### src/hdl/postdiv_pkg.sv
// Constants for the synthesizer post-divider block: register map, field layout, reset values.
// Assumes a 32-bit Avalon-MM slave with byte addresses, each register on one aligned word.
// Function
// Shape field all ones selects frame pulse output instead of a clock.
// Otherwise the full 24-bit word is the ratio; output is 50% duty.
// Software keeps the regular-clock ratio at or below the maximum.
// Frame pulses are spaced by the period field count of related clocks.
// Divider B select: 00 A, 10 C, 11 D; 01 reserved.
// Each frame pulse lasts exactly one related-clock period.
// Software never selects a divider as its own related clock.
// Polarity bit 0 gives active-high pulse, 1 gives inverted pulse.
// Type bit 0 centres pulse on boundary; 1 aligns boundary to pulse edge.
// Any config write restarts that divider's counting from the new settings.
package postdiv_pkg;

  ////////////////////////////////////////////////////////////////////////////////
  // Register indices and byte addresses
  localparam logic [7:0]  IDX_DIV_B     = 8'hA7;
  localparam logic [7:0]  IDX_DIV_C     = 8'hAA;
  localparam logic [7:0]  IDX_STATUS    = 8'hB0;
  localparam int          ADDR_W        = 10;
  localparam logic [9:0]  ADDR_DIV_B    = {IDX_DIV_B, 2'b00};
  localparam logic [9:0]  ADDR_DIV_C    = {IDX_DIV_C, 2'b00};
  localparam logic [9:0]  ADDR_STATUS   = {IDX_STATUS, 2'b00};

  ////////////////////////////////////////////////////////////////////////////////
  // Field layout of a divider configuration word
  localparam int          CFG_W         = 24;
  localparam int          SHAPE_HI      = 23;
  localparam int          SHAPE_LO      = 20;
  localparam int          TYPE_BIT      = 19;
  localparam int          POL_BIT       = 18;
  localparam int          SEL_HI        = 17;
  localparam int          SEL_LO        = 16;
  localparam int          PERIOD_HI     = 15;
  localparam int          PERIOD_LO     = 0;
  localparam int          PERIOD_W      = 16;
  localparam logic [3:0]  FRAME_CODE    = 4'hF;
  localparam logic [23:0] MAX_RATIO     = 24'hEFFFFF;
  localparam logic [23:0] CFG_RESET     = 24'h000000;

  ////////////////////////////////////////////////////////////////////////////////
  // Related clock codes, also the index into the sibling level vector
  localparam logic [1:0]  SEL_A         = 2'h0;
  localparam logic [1:0]  SEL_B         = 2'h1;
  localparam logic [1:0]  SEL_C         = 2'h2;
  localparam logic [1:0]  SEL_D         = 2'h3;

endpackage

### src/hdl/postdiv_channel.sv
// One post-divider: regular 50% clock or frame pulse timed by a sibling divider.
// Assumes sibling levels are flip-flop outputs on ref_clk_i; no synchroniser needed.
`timescale 1ns/1ps
module postdiv_channel #(
  parameter logic [1:0] SELF_CODE = 2'h1
) (
  input  wire logic        ref_clk_i,
  input  wire logic        reset_n_i,
  input  wire logic [23:0] cfg_i,
  input  wire logic        restart_i,
  input  wire logic [3:0]  rel_i,
  output logic             clk_o
);

  logic        frame_mode;
  logic [1:0]  sel;
  logic        rel_ok;
  logic        rel_lvl;
  logic        rel_prev_ff;
  logic        rise;
  logic        fall;
  logic        last;
  logic [15:0] period;
  logic [15:0] rise_cnt_ff;
  logic        pulse_ff;
  logic [23:0] cnt_ff;
  logic [23:0] nxt_cnt;
  logic [23:0] hi_len;
  logic [24:0] half_sum;

  assign frame_mode = (cfg_i[postdiv_pkg::SHAPE_HI:postdiv_pkg::SHAPE_LO]
                       == postdiv_pkg::FRAME_CODE);
  assign sel        = cfg_i[postdiv_pkg::SEL_HI:postdiv_pkg::SEL_LO];
  // Own code is the reserved one: pulse then stays inactive
  assign rel_ok     = (sel != SELF_CODE);
  assign rel_lvl    = rel_ok & rel_i[sel];
  assign period     = cfg_i[postdiv_pkg::PERIOD_HI:postdiv_pkg::PERIOD_LO];
  assign rise       = rel_lvl & ~rel_prev_ff;
  assign fall       = ~rel_lvl & rel_prev_ff;
  assign last       = ({1'b0, rise_cnt_ff} + 17'h00001) == {1'b0, period};

  // Odd ratios get the longer half high, closest to 50%
  assign half_sum   = {1'b0, cfg_i} + 25'h0000001;
  assign hi_len     = half_sum[24:1];
  assign nxt_cnt    = (cnt_ff + 24'h000001 >= cfg_i) ? 24'h000000
                                                     : cnt_ff + 24'h000001;

  ////////////////////////////////////////////////////////////////////////////////
  // Related clock edge detection
  always_ff @(posedge ref_clk_i or negedge reset_n_i)
  begin
    if (!reset_n_i)
      rel_prev_ff <= 1'b0;
    else
      rel_prev_ff <= rel_lvl;
  end

  ////////////////////////////////////////////////////////////////////////////////
  // Frame counting: boundary is the related rising edge that ends a frame
  always_ff @(posedge ref_clk_i or negedge reset_n_i)
  begin
    if (!reset_n_i)
      rise_cnt_ff <= 16'h0000;
    else if (restart_i || !frame_mode)
      rise_cnt_ff <= 16'h0000;
    else if (rise)
      rise_cnt_ff <= last ? 16'h0000 : rise_cnt_ff + 16'h0001;
  end

  always_ff @(posedge ref_clk_i or negedge reset_n_i)
  begin
    if (!reset_n_i)
      pulse_ff <= 1'b0;
    else if (restart_i || !frame_mode || period == 16'h0000)
      pulse_ff <= 1'b0;
    else if (cfg_i[postdiv_pkg::TYPE_BIT])
    begin
      // Edge type: rises on the boundary, ends one related period later
      if (rise)
        pulse_ff <= last;
    end
    else
    begin
      // Centred type: half a period either side of the boundary
      if (fall)
        pulse_ff <= last;
    end
  end

  ////////////////////////////////////////////////////////////////////////////////
  // Regular divider counter; ratios 0 and 1 hold the output low
  always_ff @(posedge ref_clk_i or negedge reset_n_i)
  begin
    if (!reset_n_i)
      cnt_ff <= 24'h000000;
    else if (restart_i || frame_mode)
      cnt_ff <= 24'h000000;
    else
      cnt_ff <= nxt_cnt;
  end

  always_ff @(posedge ref_clk_i or negedge reset_n_i)
  begin
    if (!reset_n_i)
      clk_o <= 1'b0;
    else if (frame_mode)
      clk_o <= pulse_ff ^ cfg_i[postdiv_pkg::POL_BIT];
    else if (restart_i || cfg_i < 24'h000002)
      clk_o <= 1'b0;
    else
      clk_o <= (nxt_cnt < hi_len);
  end

endmodule

### src/hdl/synth_postdiv_frame_pulse.sv
// Top of the post-divider block: Avalon-MM register slave plus dividers B and C.
// Assumes sibling A and D outputs arrive as levels from logic on ref_clk_i.
`timescale 1ns/1ps
module synth_postdiv_frame_pulse (
  input  wire logic        ref_clk_i,
  input  wire logic        reset_n_i,
  input  wire logic [9:0]  address_i,
  input  wire logic        read_i,
  input  wire logic        write_i,
  input  wire logic [31:0] writedata_i,
  input  wire logic [3:0]  byteenable_i,
  input  wire logic        rel_a_i,
  input  wire logic        rel_d_i,
  output logic             waitrequest_o,
  output logic [31:0]      readdata_o,
  output logic             div_b_clk_o,
  output logic             div_c_clk_o
);

  logic [23:0] divider_b_ratio_ff;
  logic [23:0] divider_c_ratio_ff;
  logic        restart_b_ff;
  logic        restart_c_ff;
  logic        accept;
  logic        wr_b;
  logic        wr_c;
  logic [3:0]  rel_vec;
  logic [31:0] nxt_rdata;

  ////////////////////////////////////////////////////////////////////////////////
  // Bus handshake: one wait cycle, then the access lands on the low-waitrequest edge
  assign accept = (read_i | write_i) & ~waitrequest_o;

  always_ff @(posedge ref_clk_i or negedge reset_n_i)
  begin
    if (!reset_n_i)
      waitrequest_o <= 1'b1;
    else
      waitrequest_o <= ~((read_i | write_i) & waitrequest_o);
  end

  assign wr_b = accept & write_i & (address_i == postdiv_pkg::ADDR_DIV_B);
  assign wr_c = accept & write_i & (address_i == postdiv_pkg::ADDR_DIV_C);

  function automatic logic [23:0] merge(input logic [23:0] old_v,
                                        input logic [31:0] wd,
                                        input logic [3:0]  be);
    logic [23:0] v;
    v = old_v;
    for (int i = 0; i < 3; i++)
      if (be[i])
        v[i*8 +: 8] = wd[i*8 +: 8];
    return v;
  endfunction

  ////////////////////////////////////////////////////////////////////////////////
  // Configuration registers; the limit on regular ratios is left to software
  always_ff @(posedge ref_clk_i or negedge reset_n_i)
  begin
    if (!reset_n_i)
      divider_b_ratio_ff <= postdiv_pkg::CFG_RESET;
    else if (wr_b)
      divider_b_ratio_ff <= merge(divider_b_ratio_ff, writedata_i, byteenable_i);
  end

  always_ff @(posedge ref_clk_i or negedge reset_n_i)
  begin
    if (!reset_n_i)
      divider_c_ratio_ff <= postdiv_pkg::CFG_RESET;
    else if (wr_c)
      divider_c_ratio_ff <= merge(divider_c_ratio_ff, writedata_i, byteenable_i);
  end

  // Restart lines up with the new value reaching the divider
  always_ff @(posedge ref_clk_i or negedge reset_n_i)
  begin
    if (!reset_n_i)
    begin
      restart_b_ff <= 1'b0;
      restart_c_ff <= 1'b0;
    end
    else
    begin
      restart_b_ff <= wr_b;
      restart_c_ff <= wr_c;
    end
  end

  ////////////////////////////////////////////////////////////////////////////////
  // Read data; unmapped addresses read zero and ignore writes
  always_comb
  begin
    nxt_rdata = 32'h00000000;
    unique case (address_i)
      postdiv_pkg::ADDR_DIV_B:  nxt_rdata = {8'h00, divider_b_ratio_ff};
      postdiv_pkg::ADDR_DIV_C:  nxt_rdata = {8'h00, divider_c_ratio_ff};
      postdiv_pkg::ADDR_STATUS: nxt_rdata = {28'h0000000,
        divider_c_ratio_ff[postdiv_pkg::SHAPE_HI:postdiv_pkg::SHAPE_LO]
          == postdiv_pkg::FRAME_CODE,
        divider_b_ratio_ff[postdiv_pkg::SHAPE_HI:postdiv_pkg::SHAPE_LO]
          == postdiv_pkg::FRAME_CODE,
        div_c_clk_o, div_b_clk_o};
      default:                  nxt_rdata = 32'h00000000;
    endcase
  end

  always_ff @(posedge ref_clk_i or negedge reset_n_i)
  begin
    if (!reset_n_i)
      readdata_o <= 32'h00000000;
    else if ((read_i | write_i) & waitrequest_o)
      readdata_o <= read_i ? nxt_rdata : 32'h00000000;
  end

  ////////////////////////////////////////////////////////////////////////////////
  // Dividers; each takes the other's output as a possible related clock
  // Own-code selection is forbidden to software and treated as reserved
  assign rel_vec = {rel_d_i, div_c_clk_o, div_b_clk_o, rel_a_i};

  postdiv_channel #(
    .SELF_CODE (postdiv_pkg::SEL_B)
  ) u_div_b (
    .ref_clk_i (ref_clk_i),
    .reset_n_i (reset_n_i),
    .cfg_i     (divider_b_ratio_ff),
    .restart_i (restart_b_ff),
    .rel_i     (rel_vec),
    .clk_o     (div_b_clk_o)
  );

  postdiv_channel #(
    .SELF_CODE (postdiv_pkg::SEL_C)
  ) u_div_c (
    .ref_clk_i (ref_clk_i),
    .reset_n_i (reset_n_i),
    .cfg_i     (divider_c_ratio_ff),
    .restart_i (restart_c_ff),
    .rel_i     (rel_vec),
    .clk_o     (div_c_clk_o)
  );

endmodule

### config.mk
export PLATFORM = sky130hd
export DESIGN_NAME = synth_postdiv_frame_pulse
export DESIGN_NICKNAME = d
export VERILOG_FILES = /design/src/hdl/postdiv_pkg.sv /design/src/hdl/postdiv_channel.sv /design/src/hdl/synth_postdiv_frame_pulse.sv
export SDC_FILE = /design/constraint.sdc
export NUM_CORES = 1
export LEC_CHECK = 0
export BUFFER_PORTS_ARGS = -buffer_cell sky130_fd_sc_hd__buf_2
export CAP_MARGIN = 40
export CORE_MARGIN = 8
export CORE_UTILIZATION = 30
export DETAILED_ROUTE_END_ITERATION = 8
export GPL_TIMING_DRIVEN = 0
export PLACE_DENSITY = 0.54
export SLEW_MARGIN = 30
export SYNTH_ARGS = -nofsm -noshare
export SYNTH_HDL_FRONTEND = slang
export SYNTH_SLANG_ARGS = --single-unit
### constraint.sdc
create_clock -name ref_clk_i -period 13.25 [get_ports ref_clk_i]
set_input_delay 2.65 -clock ref_clk_i [delete_from_list [all_inputs] [get_ports ref_clk_i]]
set_output_delay 2.65 -clock ref_clk_i [all_outputs]
set_load 0.1 [all_outputs]
# Word level (Yosys, flattened, before mapping)
# Index checks and enable logic that the tools add are counted.
dict set report classes {
  reduce_logical 24
  n_div 0
  shift 0
  mux 28
  order_cmp 8
  n_eq_ne 11
  n_addsub 8
  bitwise 20
  n_mul 0
}
# cell n
set ops {}
lappend ops {{$mux 24} 5}
lappend ops {{$mux 16} 6}
lappend ops {{$pmux 24 s3} 1}
lappend ops {{$add 24x1->25 const B} 2}
lappend ops {{$add 24x1->24 const B} 2}
lappend ops {{$ge 24x24->1} 2}
lappend ops {{$lt 24x2->1 const B} 2}
lappend ops {{$lt 24x24->1} 2}
lappend ops {{$add 16x1->17 const B} 2}
lappend ops {{$eq 17x16->1} 2}
lappend ops {{$add 16x1->16 const B} 2}
lappend ops {{$logic_not 16->1} 2}
lappend ops {{$eq 10x10->1 const B} 3}
lappend ops {{$reduce_and 2->1} 8}
lappend ops {{$mux 1} 14}
lappend ops {{$and 1x1->1} 11}
lappend ops {{$eq 4x4->1 const B} 2}
lappend ops {{$logic_or 1x1->1} 8}
lappend ops {{$lt 2x3->1 const B} 2}
lappend ops {{$ne 3x1->1 const B} 2}
lappend ops {{$not 1->1} 6}
lappend ops {{$reduce_bool 3->1} 2}
lappend ops {{$bmux 1 s2} 2}
lappend ops {{$reduce_bool 2->1} 2}
lappend ops {{other kinds (5)} 7}
dict set report word_totals {
  n_memories 0
  ram_bits 0
  latchBits 0
  input_bits 52
  mem_bits_ro 0
  wordCells 119
  reg_bits 169
}

# Longest topological paths before layout
# Gate-level depths: netlist of the first run.
dict set report depth {
  word_depth 8
  ltp_mapped 27
  ltp_nobuf 25
}

# Hierarchy
# Synthesis of the first run repeated with hierarchy kept, for this count alone.
dict set report unflattened {
  cells_unflattened 1365
  hier_area_um2 12286.8
}
# mod n_inst area_each_um2 cells_each
set by_module_without_submodules {}
lappend by_module_without_submodules {{postdiv_channel at u_div_b} 1 4495.6 550}
lappend by_module_without_submodules {{postdiv_channel at u_div_c} 1 4475.5 562}
lappend by_module_without_submodules {synth_postdiv_frame_pulse 1 3315.7 253}

# Worst setup path before layout of the first run
# Ideal clock, no wire load.
dict set report synth_path {
  path_kind {register to register}
  from {register u_div_b.cnt_ff[7]}
  to {register u_div_b.clk_o}
  arrival_time_ns 4.599
  setup_slack_ns 8.567
  t_required_ns 13.165
  setup_ns 0.085
  path_stages_with_launch 25
  period_less_slack_ns 4.683
  path_cell_list {dfrtp_1 > and4_1 > and3_1 > and2_0 > clkbuf_1 > nand3_1 > nor3_1 > xnor2_1 > inv_1 > ha_1 > nand4_1 > nor3_1 > o21ai_0 > o211ai_1 > clkbuf_1 > nor2_1 > ha_1 > a21o_1 > a21oi_1 > nor2b_1 > o21ai_0 > a21oi_1 > a2111oi_0 > a2111oi_0 > o22ai_1}
}
dict set report synth_between {
  elab_chain_len 6
}
# item line_no
set synth_rtl {}
lappend synth_rtl {{start, declared} postdiv_channel.sv:26} ;# logic [23:0] cnt_ff;
lappend synth_rtl {{start signal, assigned} postdiv_channel.sv:99} ;# cnt_ff <= nxt_cnt;
lappend synth_rtl {{$add 24x1->24 *} {postdiv_channel.sv:45, postdiv_channel.sv:46}}
lappend synth_rtl {{$ge 24x24->1} postdiv_channel.sv:45} ;# assign nxt_cnt = (cnt_ff + 24'h000001 >= cfg_i) ? 24'h000000
lappend synth_rtl {{$mux 24 *} postdiv_channel.sv:45}
lappend synth_rtl {{$lt 24x24->1 *} postdiv_channel.sv:111} ;# clk_o <= (nxt_cnt < hi_len);
lappend synth_rtl {{$mux 1 *} postdiv_channel.sv:108} ;# else if (restart_i || cfg_i < 24'h000002)
lappend synth_rtl {{$mux 1 *} postdiv_channel.sv:106} ;# else if (frame_mode)
lappend synth_rtl {{end signal, assigned} postdiv_channel.sv:107} ;# clk_o <= pulse_ff ^ cfg_i[postdiv_pkg::POL_BIT];
lappend synth_rtl {{end signal, assigned} postdiv_channel.sv:111}
lappend synth_rtl {{end, declared} postdiv_channel.sv:12} ;# output logic clk_o
# Every way passes the cells marked *; elsewhere a longest branch is shown, timed or not.
# A chain may end at the register's enable or synchronous reset.

# Worst setup path in the final report of the first run
dict set report layout_path {
  from {register u_div_b.cnt_ff[0]}
  to {register u_div_b.clk_o}
}
# Same word-level chain as after synthesis.

==> flow_summary_export.csv, run 1 <==
group,metric,value,unit
timing,fmax,0.174,GHz
place,hpwl,27900,um
final_layout,area_growth_syn_to_layout,14.6,%
timing,finalCriticalPeriod,5750,ps
timing,holdWs,473,ps
setup_path,worstSetupPathType,"flop to flop",
cts,cts_setup_buffers,0,
power,p_comb_share,13.8,%
timing,max-slew-margin-rel,51.7,%
power,power.density,86.1,mW/mm^2
detailed_routing,ant_nets,0,
global_route,grt_max_degree,82,
timing,finalCritPeriodShare,43.4,%
floorplan,die_w,215,um
cts,post_cts_resized,0,
detailed_routing,routed_via_density,5.10,
place,place_area,0.0130,mm^2
global_route,track_usage,15.3,%
setup_path,cp_max_fo,10,
cts,cts_made_buffers,17,
place,gp_congestion,0.870,
timing,hold_viol,0,
power,switchingPower,374,uW
floorplan,coreArea,0.0395,mm^2
synthesis,syn_area_per_cell,8.65,um^2
timing,drv_slew,0,
final_layout,drive_above_1_share,13.0,%
final_layout,fill_cells,4128,
timing,fin_skew,13.6,ps
synthesis,ys_async_sr_fraction,100,%
timing,worst_pin_slew,706,ps
cts,cts_hold_buf,0,
floorplan,start_util,30.1,%
synthesis,netlist_instances,1375,
setup_path,worst_ep_required_time,13610,ps
timing,setup_tns,0,ps
power,pwr-share-clk,43.4,%
global_route,grt_overflow,0,
detailed_routing,wl_per_cell,17.6,um
setup_path,cp_data_arrival_time,6110,ps
floorplan,die-area,0.0463,mm^2
global_route,antenna_found_initial,0,
synthesis,synth_edf_count,0,
global_route,grt_pass1_vias,10000,
synthesis,ys_seq_elements,161,
floorplan,ios,87,
cts,cts_tree,"built",
synthesis,synth_seq_area_share,33.9,%
cts,clock-sinks,161,
final_layout,design_area,0.0136,mm^2
worst_hold_path,hp-class,"flop to flop",
power,leakagePower,0.00638,uW
run_status,run_status,"completed",
timing,rsz0062_at_grt,"false",
final_layout,fin_nets,1631,
setup_path,cp-start-kind,"flop",
setup_path,end_kind,"flop",
global_route,grt_pass1_wl,56500,um
detailed_routing,drt-total-wl,35600,um
synthesis,synth.distinct_cells,71,
detailed_routing,routed-via-count,10300,
job,cap_violations,0,
cts,clock_path_buffers,2,
timing,final-setup-viol-count,0,
floorplan,rows,73,
power,seq_power_share,42.8,%
cts,clkTransAtPathRegs,70,ps
cts,clkLatencyLatePin,450,ps
cts,cts_root_buf,"clkbuf_16",
synthesis,yosys_most_used_dff,"dfrtp_1",
power,swShare,31.8,%
floorplan,die_h,215,um
synthesis,synth.cell_area,0.0119,mm^2
power,internal_power,800,uW
place,io_buffers,69,
detailed_routing,drt_iter0_markers,679,
detailed_routing,drcViolationCount,0,
synthesis,yosys_warnings,0,
detailed_routing,drtPass1Iterations,7,
power,ir_worst_vdd,0.0000769,V
cts,htree_levels,4,
[area by class of cell]
type,count,area (um^2),area share [%]
buffer,84,375,2.75
clock buffer,18,439,3.22
sequential,161,4030,29.6
clock inverter,14,158,1.16
antenna,2,5.00,0.0367
inverter,108,405,2.97
timing repair buffer,76,437,3.20
tap,525,657,4.82
multi-input combinational,1029,7130,52.3
[per-layer routing]
layer	vias to the layer above	part of all wire, %	global-route usage, %
met5	-	0	0
met1	5010	46	20.4
met4	0	1.8	4.02
met2	234	47	25.1
li1	5009	-	-
met3	38	4.9	2.58
[critical path: stages (launching register included)]
cell       delay, ps
dfrtp_1          430
and3_1           180
nand3_1          120
nor2_1           360
nand3_1          150
xor2_1           280
inv_1             80
ha_1             290
a21o_1           160
a21o_1           170
a21o_1           190
a2111oi_0        630
o211ai_1         390
clkbuf_1         340
nor2_1           180
ha_1             250
a21o_1           160
a21o_1           180
a21oi_1          210
nand3_1          140
a2111oi_0        370
a2111oi_0        210
o22ai_1          180
[state kept, by name, summed over array words and instances (netlist names)]
register	cells
divider_b_ratio_ff	24
divider_c_ratio_ff	24
readdata_o	24
u_div_b.cnt_ff	24
u_div_c.cnt_ff	24
u_div_b.rise_cnt_ff	16
u_div_c.rise_cnt_ff	16
restart_b_ff	1
restart_c_ff	1
u_div_b.clk_o	1
u_div_b.pulse_ff	1
u_div_b.rel_prev_ff	1
u_div_c.clk_o	1
u_div_c.pulse_ff	1
u_div_c.rel_prev_ff	1
waitrequest_o	1
[through the flow]
step           instances  setup WS [ps]  power (uW)  utilization [%]
3_3_place_gp        1976           6810         673             32.8
5_1_grt             2015           7060        1220             34.5
4_1_cts             2014           7460        1190             34.5
6_report            2017           7500        1170             34.6
3_5_place_dp        1982           7500         675             33.0
2_1_floorplan       1382           8570         612                -
[power by group through the flow]
stage	Combinational, uW	Sequential (uW)	Clock [uW]
after global routing	180	503	541
after floorplan	98.7	513	0
after detailed placement	163	512	0
after CTS	164	502	521
after global placement	161	512	0
final	161	502	510
[cell families (layout without fill, tap and decap cells)]
| logic type | after synthesis | count (layout) | share of synthesized area [%] |
|---|---|---|---|
| simple gates | 517 | 517 | 21.6 |
| compound gates | 209 | 209 | 11.7 |
| buf+inv | 192 | 300 | 6.56 |
| flops | 161 | 161 | 33.9 |
| mux | 61 | 61 | 5.68 |
| xor+xnor | 132 | 132 | 9.78 |
| other cells | 1 | 10 | 0.0315 |
| fa+ha+maj | 102 | 102 | 10.7 |
[cell usage in the layout, fill, tap and decap left out, drive strengths merged, types with 6 or more instances in the layout]
master,Yosys,routed
a21o,32,32
a21oi,36,36
a22oi,21,21
a31oi,12,12
and2,6,6
and3,24,24
and4,10,10
buf,22,97
clkbuf,62,81
conb,1,8
dfrtp,160,160
ha,102,102
inv,108,118
mux2,52,52
mux2i,9,9
nand2,108,108
nand2b,6,6
nand3,63,63
nand4,55,55
nor2,153,153
nor2b,10,10
nor3,23,23
nor4,21,21
o211ai,8,8
o21ai,48,48
or3,16,16
xnor2,90,90
xor2,42,42
[cell usage after synthesis, types with 23 or more instances]
library cell / count / area [um^2]
a21o_1: 32 / 240
a21oi_1: 36 / 180
and3_1: 24 / 150
clkbuf_1: 61 / 229
dfrtp_1: 160 / 4000
ha_1: 102 / 1280
inv_1: 108 / 405
mux2_2: 52 / 586
nand2_1: 108 / 405
nand3_1: 63 / 315
nand4_1: 53 / 332
nor2_1: 153 / 574
nor3_1: 23 / 115
o21ai_0: 47 / 235
xnor2_1: 89 / 780
xor2_1: 42 / 368
[path summary, 6_finish.rpt]
check,startpoint,to,slack (ps),cells after the start
max,u_div_b.cnt_ff[0],u_div_b.clk_o,7500,22
min,readdata_o[11],readdata_o[11],470,2
max reg2reg,u_div_b.cnt_ff[0],u_div_b.clk_o,7500,22
min reg2reg,readdata_o[11],readdata_o[11],470,2
max in group asynchronous,reset_n_i,waitrequest_o,10270,3
min in group asynchronous,reset_n_i,readdata_o[5],2200,2
(Power assumes the default switching activity.)
==> run 2: changes to the inputs <==
==> constraint.sdc (replaced) <==
create_clock -name ref_clk_i -period 5.4 [get_ports ref_clk_i]
set_input_delay 1.08 -clock ref_clk_i [delete_from_list [all_inputs] [get_ports ref_clk_i]]
set_output_delay 1.08 -clock ref_clk_i [all_outputs]
set_load 0.1 [all_outputs]
==> run 2 against run 1 <==
Routed wire length grew 0.62%. Die area is the same. Critical path type unchanged. Sequential share of layout area shrank 0.22 points. Clock skew is essentially flat. Clock power grew 150%. Via count grew 0.45%. Critical path depth grew 1. Critical endpoint unchanged. First-iteration DRC count shrank 2.1%. Final cell count is the same. Global-route usage is essentially flat. Setup slack lost 7200 ps. Largest power group unchanged.
==> flow_summary_export.csv, run 2 (synthesis gave the netlist of run 1 again) <==
group,metric,value,unit
cts,cts_root_buf,"clkbuf_16",
cts,cts_tree,"built",
timing,fmax,0.195,GHz
global_route,grt_pass1_wl,56600,um
worst_hold_path,hold_depth,2,
power,ir_worst_vdd,0.000190,V
setup_path,worst_ep_required_time,5720,ps
power,leakagePower,0.00643,uW
setup_path,reg2reg_slack,280,ps
cts,clkLatencyLatePin,450,ps
floorplan,start_util,30.1,%
detailed_routing,drt-total-wl,35800,um
worst_hold_path,min-delay-start,"readdata_o[11]",
timing,fin_skew,13.3,ps
cts,clkTransAtPathRegs,80,ps
detailed_routing,routed_via_density,5.12,
timing,rsz0062_at_grt,"false",
final_layout,fin_nets,1633,
detailed_routing,routed-via-count,10300,
final_layout,regArea,0.00403,mm^2
place,io_buffers,69,
final_layout,final_cells,2017,
worst_hold_path,hp-class,"flop to flop",
setup_path,cp-start-kind,"flop",
final_layout,area_growth_syn_to_layout,15.6,%
cts,clock_path_buffers,2,
place,placedCellCount,1982,
floorplan,die_h,215,um
floorplan,die_w,215,um
final_layout,fill_cells,4129,
floorplan,coreArea,0.0395,mm^2
run_status,run_status,"completed",
place,hpwl,27900,um
worst_hold_path,min_to,"readdata_o[11]",
global_route,grt_max_degree,82,
setup_path,end_kind,"flop",
setup_path,rr_startpoint,"u_div_b.cnt_ff[0]",
floorplan,ios,87,
detailed_routing,drcViolationCount,0,
final_layout,diodes,0,
final_layout,fin_util,34.8,%
detailed_routing,ant_nets,0,
power,power.density,212,mW/mm^2
setup_path,r2r-end,"u_div_b.clk_o",
global_route,grt_overflow,0,
global_route,grt_pass1_vias,10000,
detailed_routing,wl_per_cell,17.7,um
timing,drv_slew,0,
place,gp_congestion,0.870,
final_layout,layout_common_cells,"dfrtp_1, nor2_1, inv_1, nand2_1, ha_1",
job,cap_violations,0,
timing,hold_viol,0,
global_route,track_usage,15.3,%
final_layout,layout_commonest_cell,"dfrtp_1",
timing,finalCritPeriodShare,94.9,%
final_layout,drive_above_1_share,14.5,%
floorplan,die-area,0.0463,mm^2
final_layout,multi_input_area,0.00721,mm^2
setup_path,cp_max_fo,6,
timing,finalCriticalPeriod,5120,ps
cts,clock-sinks,161,
setup_path,worstSetupPathType,"flop to flop",
timing,worst_pin_slew,703,ps
timing,max-slew-margin-rel,52.6,%
detailed_routing,drt_iter0_markers,665,
detailed_routing,drtPass1Iterations,7,
global_route,antenna_found_initial,0,
cts,cts_made_buffers,17,
setup_path,reg2reg_depth,23,
floorplan,rows,73,
cts,htree_levels,4,
timing,final-setup-viol-count,0,
setup_path,cp_data_arrival_time,5440,ps
==> run 2: worst max path at each step <==
stage / from / to / cells past startpoint
global route: u_div_b.cnt_ff[7] / u_div_b.clk_o / 24
global placement: u_div_b.cnt_ff[0] / u_div_b.clk_o / 21
CTS: u_div_b.cnt_ff[7] / u_div_b.clk_o / 23
detailed placement: u_div_b.cnt_ff[0] / u_div_b.clk_o / 22
finish: u_div_b.cnt_ff[0] / u_div_b.clk_o / 23
floorplan: u_div_b.cnt_ff[7] / u_div_b.clk_o / 24
==> run 2: worst max-delay path, stage by stage, from the launching register on <==
cell,delay [ps]
dfrtp_2,410
and3_1,170
nand3_1,130
nor2_2,280
nand3_1,130
xor2_1,280
inv_1,80
ha_1,290
a21o_1,160
a21o_1,170
a21o_1,210
a2111oi_2,380
o211ai_1,210
buf_4,190
buf_4,130
buf_4,140
nor2_1,120
ha_1,190
and4_1,200
o21ai_0,150
a211oi_2,290
a2111oi_0,100
a2111oi_1,460
o22ai_1,130
==> run 2: what timing repair did <==
action | CTS | global route
setup endpoints to repair | 2 | 2
pin swaps | 1 | 3
setup buffers | 2 | 1
hold buffers | 0 | 0
gates resized for setup | 9 | 20
==> run 2: metal layers <==
metal	wire [um]	up-vias	GRT usage, %
li1	-	5012	-
met3	1820	42	2.58
met1	16500	5039	20.5
met5	0	-	0
met2	16800	244	25.2
met4	669	0	4.02
==> run 2: power by group <==
part / total [uW] / switching (uW) / internal (uW)
Clock: 1250 / 614 / 636
Combinational: 437 / 293 / 144
Sequential: 1230 / 16.2 / 1220
==> run 2: per-stage QoR <==
stage | instance area, um^2 | hold WS [ps] | total power (uW) | setup WS (ps) | setup TNS (ps)
after global placement | 12900 | 458 | 1650 | -710 | -937
after detailed placement | 13000 | 467 | 1660 | -349 | -580
final | 13700 | 474 | 2920 | 275 | 0
after CTS | 13700 | 483 | 2940 | -5.62 | -5.62
after floorplan | 11900 | 462 | 1500 | 717 | 0
after global routing | 13700 | 512 | 3050 | 19.1 | 0
==> run 2: layout make-up <==
| type | count | share of cell area (%) |
|---|---|---|
| buffer | 83 | 2.83 |
| multi-input combinational | 1029 | 52.4 |
| timing repair buffer | 79 | 3.34 |
| sequential | 161 | 29.3 |
| inverter | 108 | 2.95 |
| clock inverter | 14 | 1.15 |
| tap | 525 | 4.78 |
| clock buffer | 18 | 3.19 |
==> run 3: changes to the inputs <==
--- a/config.mk
+++ b/config.mk
@@ -5,6 +5,7 @@
 export SDC_FILE = /design/constraint.sdc
 export NUM_CORES = 1
 export LEC_CHECK = 0
+export ABC_AREA = 1
 export BUFFER_PORTS_ARGS = -buffer_cell sky130_fd_sc_hd__buf_2
 export CAP_MARGIN = 40
 export CORE_MARGIN = 8
@@ -12,6 +13,7 @@
 export DETAILED_ROUTE_END_ITERATION = 8
 export GPL_TIMING_DRIVEN = 0
 export PLACE_DENSITY = 0.54
+export REMOVE_ABC_BUFFERS = 1
 export SLEW_MARGIN = 30
 export SYNTH_ARGS = -nofsm -noshare
 export SYNTH_HDL_FRONTEND = slang
==> run 3 against run 2 <==
Cell area rose by 2.1%. Power up 1.2%. Synthesized cell count increased by 23%. First-iteration DRC count increased by 33%. Final cell count grew 14%. Combinational power shrank 3%. Register-to-register slack improved by 130 ps. Sequential power hardly changed. Routed wire length up 2.2%. Global-route usage rose by 0.17 points.
==> flow_summary_export.csv, run 3 <==
group,metric,value,unit
cts,clkTransAtPathRegs,70,ps
power,seq_power_share,41.6,%
detailed_routing,drtPass1Iterations,5,
detailed_routing,drt_iter0_markers,886,
synthesis,yosys-top-cells-count,"nand2_1, inv_1, nor2_1, dfrtp_1, ha_1",
setup_path,cp.buffers_inverters,4,
cts,clkLatencyLatePin,440,ps
timing,fmax,0.200,GHz
detailed_routing,routed_via_density,4.86,
cts,cts_tree,"built",
synthesis,post-synth-top-count-cell,"nand2_1",
cts,clock-sinks,161,
place,io_buffers,69,
power,p_comb_share,14.4,%
synthesis,ys_seq_elements,161,
global_route,grt_pass1_wl,58600,um
synthesis,synth_top_area_share,32.5,%
setup_path,cp_common_cell,"nand2_1",
timing,finalCriticalPeriod,5000,ps
power,leakagePower,0.00678,uW
detailed_routing,routed-via-count,11100,
floorplan,coreArea,0.0407,mm^2
setup_path,worst_ep_required_time,5780,ps
setup_path,end_kind,"flop",
detailed_routing,drt-total-wl,36600,um
timing,final-setup-viol-count,0,
timing,finalCritPeriodShare,92.6,%
synthesis,synth_area_leader_cell,"dfrtp_1",
place,pre_cts_slack,225,ps
final_layout,layout_common_cells,"nand2_1, inv_1, nor2_1, dfrtp_1, ha_1",
job,cap_violations,0,
setup_path,reg2reg_depth,32,
final_layout,layout_commonest_cell,"nand2_1",
setup_path,cp_max_fo,26,
power,pwr-share-clk,44.1,%
timing,worst_pin_slew,757,ps
synthesis,synth_edf_count,0,
synthesis,synthTopCellsByArea,"dfrtp_1, nand2_1, ha_1",
setup_path,path_depth,32,
power,power.density,211,mW/mm^2
final_layout,area_growth_syn_to_layout,13.8,%
power,ir_worst_vdd,0.000185,V
synthesis,synth_seq_area_share,32.7,%
final_layout,fin_nets,1903,
place,place_area,0.0133,mm^2
power,swShare,28.0,%
timing,fin_skew,9.09,ps
run_status,run_status,"completed",
detailed_routing,drcViolationCount,0,
setup_path,max_stage_delay,420,ps
detailed_routing,top_layer_used,"met4",
cts,cts_made_buffers,17,
global_route,grt_pass1_vias,10800,
floorplan,die-area,0.0478,mm^2
setup_path,cp_slowest_cell,"dfrtp_1",
cts,cts_hold_buf,0,
global_route,track_usage,15.4,%
synthesis,synth.distinct_cells,58,
power,internal_power,2130,uW
detailed_routing,wl_met2,18000,um
setup_path,reg2reg_slack,400,ps
cts,htree_levels,4,
detailed_routing,wl_per_cell,15.9,um
place,gp_congestion,0.851,
setup_path,cp_top_family,"simple AND/OR/NAND/NOR gates",
synthesis,yosys_most_used_dff,"dfrtp_1",
cts,cts_root_buf,"clkbuf_16",
detailed_routing,m1WireLength,16600,um
synthesis,ys_async_sr_fraction,100,%
synthesis,netlist_instances,1692,
timing,rsz0062_at_grt,"true",
floorplan,ios,87,
global_route,antenna_found_initial,2,
floorplan,rows,74,
floorplan,start_util,30.3,%
power,switchingPower,828,uW
final_layout,design_area,0.0140,mm^2
detailed_routing,ant_nets,0,
setup_path,cp-start-kind,"flop",
floorplan,die_w,219,um
timing,setup_slack,402,ps
global_route,grt_overflow,0,
worst_hold_path,hp-class,"flop to flop",
final_layout,drive_above_1_share,11.8,%
timing,max-slew-margin-rel,49.5,%
setup_path,cp_data_arrival_time,5380,ps
synthesis,synth.cell_area,0.0123,mm^2
place,hpwl,28800,um
timing,hold_viol,0,
global_route,grt_max_degree,62,
cts,clock_path_buffers,2,
floorplan,die_h,219,um
detailed_routing,met3_length,1320,um
setup_path,worstSetupPathType,"flop to flop",
synthesis,syn_area_per_cell,7.29,um^2
timing,drv_slew,0,
worst_hold_path,hold_depth,1,
synthesis,yosys_warnings,0,
==> run 3: cell families after synthesis <==
group | Yosys count | synth area share, %
compound gates | 211 | 10.3
xor+xnor | 83 | 6.01
fa+ha+maj | 102 | 10.3
buf+inv | 300 | 9.67
flops | 161 | 32.7
other cells | 1 | 0.0304
simple gates | 834 | 31.0
==> run 3: per-stage QoR <==
stage,std cells,setup TNS (ps),total power (uW),hold slack (ps),util (%)
2_1_floorplan,1648,0,1460,453,-
3_3_place_gp,2249,-2170,1580,467,32.2
3_5_place_dp,2257,0,1640,483,32.6
4_1_cts,2287,0,2950,499,34.1
5_1_grt,2294,-46.5,3080,513,34.5
6_report,2294,0,2960,502,34.5
==> run 3: area by class of cell <==
cell class	count	area [um^2]
fillers	4348	26700
clock buffers	20	447
repair buffers	81	552
well taps	532	666
diodes	2	5.00
multi-input cells	1239	7240
clock inverters	10	161
flip-flops and latches	161	4030
inverters	249	935
==> run 3: worst reg2reg max path, delay by kind of cell, from the launching register on <==
family | cells | cell delay (ps)
compound gates | 4 | 1080
xor+xnor | 1 | 220
fa+ha+maj | 3 | 720
buf+inv | 4 | 420
flops | 1 | 420
simple gates | 20 | 2100
==> run 3: path summary, 6_finish.rpt <==
| check | startpoint | end |
|---|---|---|
| worst max-delay path | u_div_c.cnt_ff[0] | u_div_c.clk_o |
| max in group asynchronous | reset_n_i | u_div_b.cnt_ff[22] |
| worst max register to register | u_div_c.cnt_ff[0] | u_div_c.clk_o |
| worst min-delay path | readdata_o[8] | readdata_o[8] |
| worst min register to register | readdata_o[8] | readdata_o[8] |
| min in group asynchronous | reset_n_i | u_div_c.rise_cnt_ff[13] |
==> run 3: timing repair <==
item                                    4_1_cts  5_1_grt
endpoints found under the setup margin        0        2
buffers inserted                              0        2
resized for setup                             0       12
==> run 3: per-layer routing <==
layer	vias to the layer above	track usage, %
met5	-	0
met4	0	5.25
met3	30	1.98
met2	225	26.3
met1	5277	20.0
li1	5609	-
==> run 3: power groups by stage <==
stage | sequential (uW) | combinational (uW) | clock (uW)
floorplan | 1260 | 204 | 0
global placement | 1250 | 328 | 0
detailed placement | 1250 | 391 | 0
CTS | 1230 | 391 | 1330
global route | 1230 | 468 | 1380
finish | 1230 | 425 | 1300
